--- src/common/mult_cfg.svh ---
`ifndef MULT_CFG_SVH
`define MULT_CFG_SVH
`define OPND_W 8
`define PROD_W 16
`define STAT_W 8
`define BYTE_ZERO 8'h00
`define STAT_ZERO 8'h00
`endif

--- src/common/mult_pkg.sv ---
`include "mult_cfg.svh"
package mult_pkg;
	typedef logic [`OPND_W-1:0] byte_t;
	typedef logic [`PROD_W-1:0] prod_t;
	typedef enum logic [1:0] {
		op_idle,
		op_multiply,
		op_write_high,
		op_write_low
	} prod_op_t;
endpackage

--- src/design/single_cycle_8x8_multiplier.sv ---
`timescale 1ns/1ps
`default_nettype none
`include "mult_cfg.svh"
module single_cycle_8x8_multiplier
	import mult_pkg::*;
(
	// clock and reset
	input wire logic i_clk,
	input wire logic i_rst_n,
	// instruction sequencer
	input wire logic i_multiply_with_working_register,
	input wire logic [`OPND_W-1:0] i_working_register,
	input wire logic [`OPND_W-1:0] i_file_register,
	// software writes to the product bytes
	input wire logic i_wr_product_high,
	input wire logic i_wr_product_low,
	input wire logic [`OPND_W-1:0] i_wr_data,
	// alu status passing through the multiplier
	input wire logic [`STAT_W-1:0] i_alu_status_register,
	// results
	output logic [`OPND_W-1:0] o_product_high_byte,
	output logic [`OPND_W-1:0] o_product_low_byte,
	output logic [`STAT_W-1:0] o_alu_status_register,
	output logic o_product_valid
);
	logic [`PROD_W-1:0] product_now;
	logic [`PROD_W-1:0] ref_product;
	logic [`OPND_W-1:0] product_high_byte;
	logic [`OPND_W-1:0] product_low_byte;
	logic [`OPND_W-1:0] next_high;
	logic [`OPND_W-1:0] next_low;
	logic [`STAT_W-1:0] alu_status;
	logic valid;
	logic take_multiply;
	logic take_write_high;
	logic take_write_low;
	prod_op_t op;

	// turns one cycle of requests into the operation the product bytes see
	function automatic prod_op_t decode_op(
		input logic mul,
		input logic wr_high,
		input logic wr_low
	);
		prod_op_t sel;
		sel = op_idle;
		if (mul) begin
			sel = op_multiply;
		end else if (wr_high) begin
			sel = op_write_high;
		end else if (wr_low) begin
			sel = op_write_low;
		end
		return sel;
	endfunction

	// combinational product of working register and file register
	unsigned_multiplier_array u_array (
		.i_a(i_working_register),
		.i_b(i_file_register),
		.o_product(product_now)
	);

	// multiply wins over a write; of two writes only the high one is taken
	assign op = decode_op(i_multiply_with_working_register, i_wr_product_high,
		i_wr_product_low);
	assign take_multiply = (op == op_multiply);
	assign take_write_high = (op == op_write_high);
	assign take_write_low = (op == op_write_low);

	// byte selection; unaffected bytes hold their value
	assign next_high = take_multiply ? product_now[`PROD_W-1:`OPND_W] :
		take_write_high ? i_wr_data : product_high_byte;
	assign next_low = take_multiply ? product_now[`OPND_W-1:0] :
		take_write_low ? i_wr_data : product_low_byte;

	// high product byte, loaded at the edge that takes the request
	always_ff @(posedge i_clk) begin
		if (!i_rst_n) begin
			product_high_byte <= `BYTE_ZERO;
		end else begin
			product_high_byte <= next_high;
		end
	end

	// low product byte
	always_ff @(posedge i_clk) begin
		if (!i_rst_n) begin
			product_low_byte <= `BYTE_ZERO;
		end else begin
			product_low_byte <= next_low;
		end
	end

	// one-cycle pulse marking a fresh product
	always_ff @(posedge i_clk) begin
		if (!i_rst_n) begin
			valid <= 1'b0;
		end else begin
			valid <= take_multiply;
		end
	end

	// status passes through untouched by the multiply
	always_ff @(posedge i_clk) begin
		if (!i_rst_n) begin
			alu_status <= `STAT_ZERO;
		end else begin
			alu_status <= i_alu_status_register;
		end
	end

	assign o_product_high_byte = product_high_byte;
	assign o_product_low_byte = product_low_byte;
	assign o_alu_status_register = alu_status;
	assign o_product_valid = valid;

	// reference product for the checks, kept apart from the array
	assign ref_product = `PROD_W'(i_working_register) * `PROD_W'(i_file_register);

	// checks on the multiply result
	a_full_product: assert property (@(posedge i_clk) disable iff (!i_rst_n)
		i_multiply_with_working_register |=> {o_product_high_byte, o_product_low_byte} ==
			($past(i_working_register) * $past(i_file_register)))
		else $error("product mismatch");
	a_one_cycle: assert property (@(posedge i_clk) disable iff (!i_rst_n)
		i_multiply_with_working_register |=> o_product_valid)
		else $error("product not ready next cycle");
	a_high_byte: assert property (@(posedge i_clk) disable iff (!i_rst_n)
		i_multiply_with_working_register |=> o_product_high_byte ==
			$past(ref_product[`PROD_W-1:`OPND_W]))
		else $error("high byte wrong");
	a_low_byte: assert property (@(posedge i_clk) disable iff (!i_rst_n)
		i_multiply_with_working_register |=> o_product_low_byte ==
			$past(ref_product[`OPND_W-1:0]))
		else $error("low byte wrong");
	a_valid_pulse: assert property (@(posedge i_clk) disable iff (!i_rst_n)
		!i_multiply_with_working_register |=> !o_product_valid)
		else $error("valid without multiply");

	// checks on the status path
	a_flags_kept: assert property (@(posedge i_clk) disable iff (!i_rst_n)
		i_multiply_with_working_register |=> o_alu_status_register == $past(i_alu_status_register))
		else $error("status changed by multiply");
	a_status_follow: assert property (@(posedge i_clk) disable iff (!i_rst_n)
		!i_multiply_with_working_register |=>
			o_alu_status_register == $past(i_alu_status_register))
		else $error("status not passed through");

	// checks on operand source
	a_operand_source: assert property (@(posedge i_clk) disable iff (!i_rst_n)
		(i_multiply_with_working_register && i_file_register == 8'h01)
			|=> o_product_low_byte == $past(i_working_register))
		else $error("working register not used");

	// checks on holding, software writes and reset
	a_hold_value: assert property (@(posedge i_clk) disable iff (!i_rst_n)
		(!i_multiply_with_working_register && !i_wr_product_high && !i_wr_product_low)
			|=> $stable(o_product_high_byte) && $stable(o_product_low_byte))
		else $error("product changed without cause");
	a_write_high: assert property (@(posedge i_clk) disable iff (!i_rst_n)
		(!i_multiply_with_working_register && i_wr_product_high)
			|=> o_product_high_byte == $past(i_wr_data))
		else $error("high byte write lost");
	a_write_low: assert property (@(posedge i_clk) disable iff (!i_rst_n)
		(!i_multiply_with_working_register && !i_wr_product_high && i_wr_product_low)
			|=> o_product_low_byte == $past(i_wr_data))
		else $error("low byte write lost");
	a_low_write_keeps: assert property (@(posedge i_clk) disable iff (!i_rst_n)
		(!i_multiply_with_working_register && !i_wr_product_high && i_wr_product_low)
			|=> $stable(o_product_high_byte))
		else $error("high byte moved on low write");
	a_high_write_keeps: assert property (@(posedge i_clk) disable iff (!i_rst_n)
		(!i_multiply_with_working_register && i_wr_product_high)
			|=> $stable(o_product_low_byte))
		else $error("low byte moved on high write");
	a_multiply_wins: assert property (@(posedge i_clk) disable iff (!i_rst_n)
		(i_multiply_with_working_register && (i_wr_product_high || i_wr_product_low))
			|=> {o_product_high_byte, o_product_low_byte} == $past(ref_product))
		else $error("write beat multiply");
	a_reset_clear: assert property (@(posedge i_clk)
		!i_rst_n |=> (o_product_high_byte == `BYTE_ZERO) && (o_product_low_byte == `BYTE_ZERO)
			&& (o_alu_status_register == `STAT_ZERO) && !o_product_valid)
		else $error("outputs not cleared by reset");

	// main scenarios
	c_multiply: cover property (@(posedge i_clk) disable iff (!i_rst_n)
		i_multiply_with_working_register ##1 i_multiply_with_working_register);
	c_max_product: cover property (@(posedge i_clk) disable iff (!i_rst_n)
		i_multiply_with_working_register && i_working_register == 8'hff && i_file_register == 8'hff);
	c_write_then_mul: cover property (@(posedge i_clk) disable iff (!i_rst_n)
		i_wr_product_high ##1 i_multiply_with_working_register);
	c_both_writes: cover property (@(posedge i_clk) disable iff (!i_rst_n)
		!i_multiply_with_working_register && i_wr_product_high && i_wr_product_low);
	c_write_low: cover property (@(posedge i_clk) disable iff (!i_rst_n)
		!i_multiply_with_working_register && !i_wr_product_high && i_wr_product_low);
endmodule
`default_nettype wire

--- src/design/unsigned_multiplier_array.sv ---
`timescale 1ns/1ps
`default_nettype none
`include "mult_cfg.svh"
// combinational unsigned 8 x 8 array multiplier built from shifted partial products
module unsigned_multiplier_array
	import mult_pkg::*;
(
	// operands
	input wire logic [`OPND_W-1:0] i_a,
	input wire logic [`OPND_W-1:0] i_b,
	// result
	output logic [`PROD_W-1:0] o_product
);
	logic [`PROD_W-1:0] partial [`OPND_W];
	logic [`PROD_W-1:0] sum [`OPND_W+1];

	assign sum[0] = '0;
	// one gated, shifted row per bit of the second operand, no sign extension
	genvar g;
	generate
		for (g = 0; g < `OPND_W; g++) begin : g_row
			assign partial[g] = i_b[g] ? ({{`OPND_W{1'b0}}, i_a} << g) : '0;
			assign sum[g+1] = sum[g] + partial[g];
		end
	endgenerate
	assign o_product = sum[`OPND_W];
endmodule
`default_nettype wire

--- config.mk ---
export PLATFORM = sky130hd
export DESIGN_NAME = single_cycle_8x8_multiplier
export DESIGN_NICKNAME = d
export VERILOG_FILES = /design/src/common/mult_pkg.sv /design/src/design/single_cycle_8x8_multiplier.sv /design/src/design/unsigned_multiplier_array.sv
export VERILOG_INCLUDE_DIRS = /design/src /design/src/common
export SDC_FILE = /design/constraint.sdc
export NUM_CORES = 1
export LEC_CHECK = 0
export BUFFER_PORTS_ARGS = -buffer_cell sky130_fd_sc_hd__clkbuf_2
export CAP_MARGIN = 20
export CORE_ASPECT_RATIO = 1.5
export CORE_UTILIZATION = 30
export CTS_CLUSTER_SIZE = 12
export DETAILED_ROUTE_END_ITERATION = 7
export HOLD_SLACK_MARGIN = 0.15
export MAX_ROUTING_LAYER = met4
export SYNTH_ARGS = -nofsm -noshare
export SYNTH_HDL_FRONTEND = slang
export SYNTH_HIERARCHICAL = 1
export SYNTH_SLANG_ARGS = --single-unit
--- constraint.sdc ---
create_clock -name i_clk -period 6.8 [get_ports i_clk]
set_input_delay 0 -clock i_clk [delete_from_list [all_inputs] [get_ports i_clk]]
set_output_delay 0 -clock i_clk [all_outputs]
set_load 0.005 [all_outputs]
==> reports/metrics.yaml <==
floorplan:
  initial_core_util_pct: 30.8
  die_area_mm2: 0.0103
  core_area_mm2: 0.00963
  die_w_um: 83.2
  num_rows: 44
  die_y_um: 124
  ios: 62
clock_tree:
  post_cts_buffers: 0
  cts_made_buffers: 3
  cts_htree_levels: 1
  tritoncts: "yes"
  cts_root_buffer: "clkbuf_16"
  clock_sinks: 25
  cts_buffer_depth: 2
  clock_latency_ns: 0.25
  cts.clk_slew.worst_paths_ns: 0.06
place:
  port_buffers: 61
  routabilityCongestion: 0.823
  hpwl_um: 5490
worst_hold_path:
  hold_start: "i_wr_product_high"
  hold_depth: 4
  hold_path_end: "o_product_low_byte[7]"
  hold_class: "input port to flip-flop"
setup_path:
  cpMaxStageDelayCell: "fa_1"
  critPathTopFamily: "adder cells"
  r2r_cells: 2
  end_kind: "flip-flop"
  critPathMaxStageDelay_ns: 0.53
  criticalPathCategory: "input port to flip-flop"
  r2r-end: "o_product_low_byte[6]"
  cp.arrival_ns: 4.14
  start_kind: "input port"
  r2r_start: "o_product_low_byte[6]"
  path_buf_inv: 5
  cp.required_ns: 6.99
  path_cells: "clkbuf_2 -> and2_1 -> fa_1 -> inv_1 -> fa_1 -> inv_1 -> fa_1 -> inv_1 -> fa_1 -> inv_1 -> ha_1 -> and3_1 -> a211oi_2 -> nand2b_2 -> a31oi_2 -> xnor2_1 -> mux2i_1 -> a21oi_1"
  r2r_setup_slack_ns: 6.02
  cp_max_fo: 8
yosys:
  synth_top_area_share_pct: 25.6
  syn_nets: 411
  yosysMostFrequentCell: "and2_1"
  ys_types: 39
  async_flop_share_pct: 0
  synth_area_leaders: "fa_1 (26%), dfxtp_1 (17%), ha_1 (13%)"
  synthTopCellsByCount: "and2_1 (56), fa_1 (38), inv_1 (35), ha_1 (32), dfxtp_1 (25)"
  synth_top_cell_by_area: "fa_1"
  synth_cells: 304
  synth_edf_count: 0
  ys_seq_area_share_pct: 16.9
  netlist_area_mm2: 0.00297
  ys.flop_type: "dfxtp_1"
  yosys_warnings: 6
  ys_seq_elements: 25
  syn_area_per_cell_um2: 9.77
grt:
  grt_max_degree: 26
  antenna_found_initial: 0
  grt_pass1_wl_um: 10800
  grt_pass1_vias: 2325
  grt_remaining_overflow: 0
  global_route.usage.total_pct: 13.2
routing:
  vias_per_cell: 4.74
  drt-pass1-iter-count: 4
  drt-wirelength-per-cell_um: 13.4
  drc: 0
  wirelength_um: 6580
  drtAntennaViolNets: 0
  routed-via-count: 2331
  first_iter_violations: 66
timing:
  slew_headroom_pct: 58.9
  period_needed_ns: 3.95
  drv_slew: 0
  final_hold_viol_count: 0
  finalSetupTns_ns: 0
  timing.fmax_mhz: 253
  grt_setup_unrepaired: "false"
  fin_crit_sh_pct: 58.0
  finClkSkew_ns: 0
  finalSetupViolCount: 0
  tightestPinTransition_ns: 0.616
finish:
  drive_above_1_share_pct: 22.3
  n_antenna_cell: 0
  fin_nets: 485
  syn_to_final_growth_pct: 21.3
power:
  leakagePower_nw: 1.84
  total_power_mw: 0.845
  ir_drop_mv: 0.209
  power_density_mw_per_mm2: 235
flow_run:
  maxCapViolCount: 0
run_status:
  status: "finished clean"
-- power by group --
group          internal [mW]  switching (mW)
Clock                 0.0791          0.0488
Combinational          0.244           0.294
Sequential             0.168          0.0117
Total                  0.491           0.354
-- worst reg2reg max path: cells and delay by family, from the launching register on --
| family | cells | cell delay, ns |
|---|---|---|
| AOI/OAI and AO/OA | 2 | 0.34 |
| DFF | 1 | 0.31 |
-- cells in the final DEF (no fill, tap or decap), types with 13 or more instances in the layout --
master and count:
fa_1 38, inv_1 35, nand2_1 20, mux2i_1 16, dfxtp_1 25, clkbuf_2 61, dlygate4sd3_1 16, ha_1 32
and2_1 56, a21oi_1 13
-- per-stage QoR --
stage / cells / instance area, um^2 / hold slack (ns) / utilization [%] / setup WS, ns
6_report: 492 / 3600 / 0.257 / 37.4 / 2.85
5_1_grt: 492 / 3600 / 0.277 / 37.4 / 2.60
4_1_cts: 492 / 3600 / 0.258 / 37.4 / 2.83
3_5_place_dp: 472 / 3360 / 0.212 / 34.9 / 2.57
3_3_place_gp: 472 / 3360 / 0.211 / 34.9 / 2.61
2_1_floorplan: 304 / 2970 / 0.127 / - / 2.93
-- final cells by class --
| cell class | count | area (um^2) |
|---|---|---|
| inverter | 36 | 135 |
| sequential | 25 | 500 |
| clock inverter | 1 | 5.00 |
| clock buffer | 3 | 75.1 |
| tap | 115 | 144 |
| multi-input combinational | 235 | 2280 |
| timing repair buffer | 77 | 465 |
| fill | 957 | 6030 |
-- cells by family after synthesis --
group	synth area share (%)
AO/OA/AOI/OAI	11.7
XOR/XNOR	2.95
adder cells (fa/ha/maj)	39.1
buffers and inverters	6.49
flip-flops	16.9
multiplexers	5.39
AND/OR/NAND/NOR	17.5
-- layer usage --
metal | GRT usage (%) | vias up | wire length, um
li1 | - | 1143 | -
met1 | 14.7 | 1134 | 2710
met2 | 25.7 | 48 | 3600
met3 | 1.26 | 6 | 179
met4 | 2.59 | 0 | 95
met5 | - | - | 0
-- worst max path at each step --
stage | start | to | slack [ns] | cells past startpoint
floorplan | i_file_register[7] | o_product_high_byte[6] | 2.93 | 17
global placement | i_file_register[7] | o_product_high_byte[5] | 2.61 | 18
detailed placement | i_working_register[2] | o_product_high_byte[5] | 2.57 | 18
CTS | i_file_register[7] | o_product_high_byte[6] | 2.83 | 18
global route | i_file_register[7] | o_product_high_byte[6] | 2.60 | 18
finish | i_working_register[2] | o_product_high_byte[6] | 2.85 | 18
-- registers in the layout (all words and copies together) (netlist names) --
| register | flops |
|---|---|
| o_alu_status_register | 8 |
| o_product_high_byte | 8 |
| o_product_low_byte | 8 |
| o_product_valid | 1 |
-- what timing repair did --
item,4_1_cts,5_1_grt
endpoints found under the hold margin,24,0
hold buffers,16,0
gates resized for setup,0,0
(Power assumes the default switching activity.)
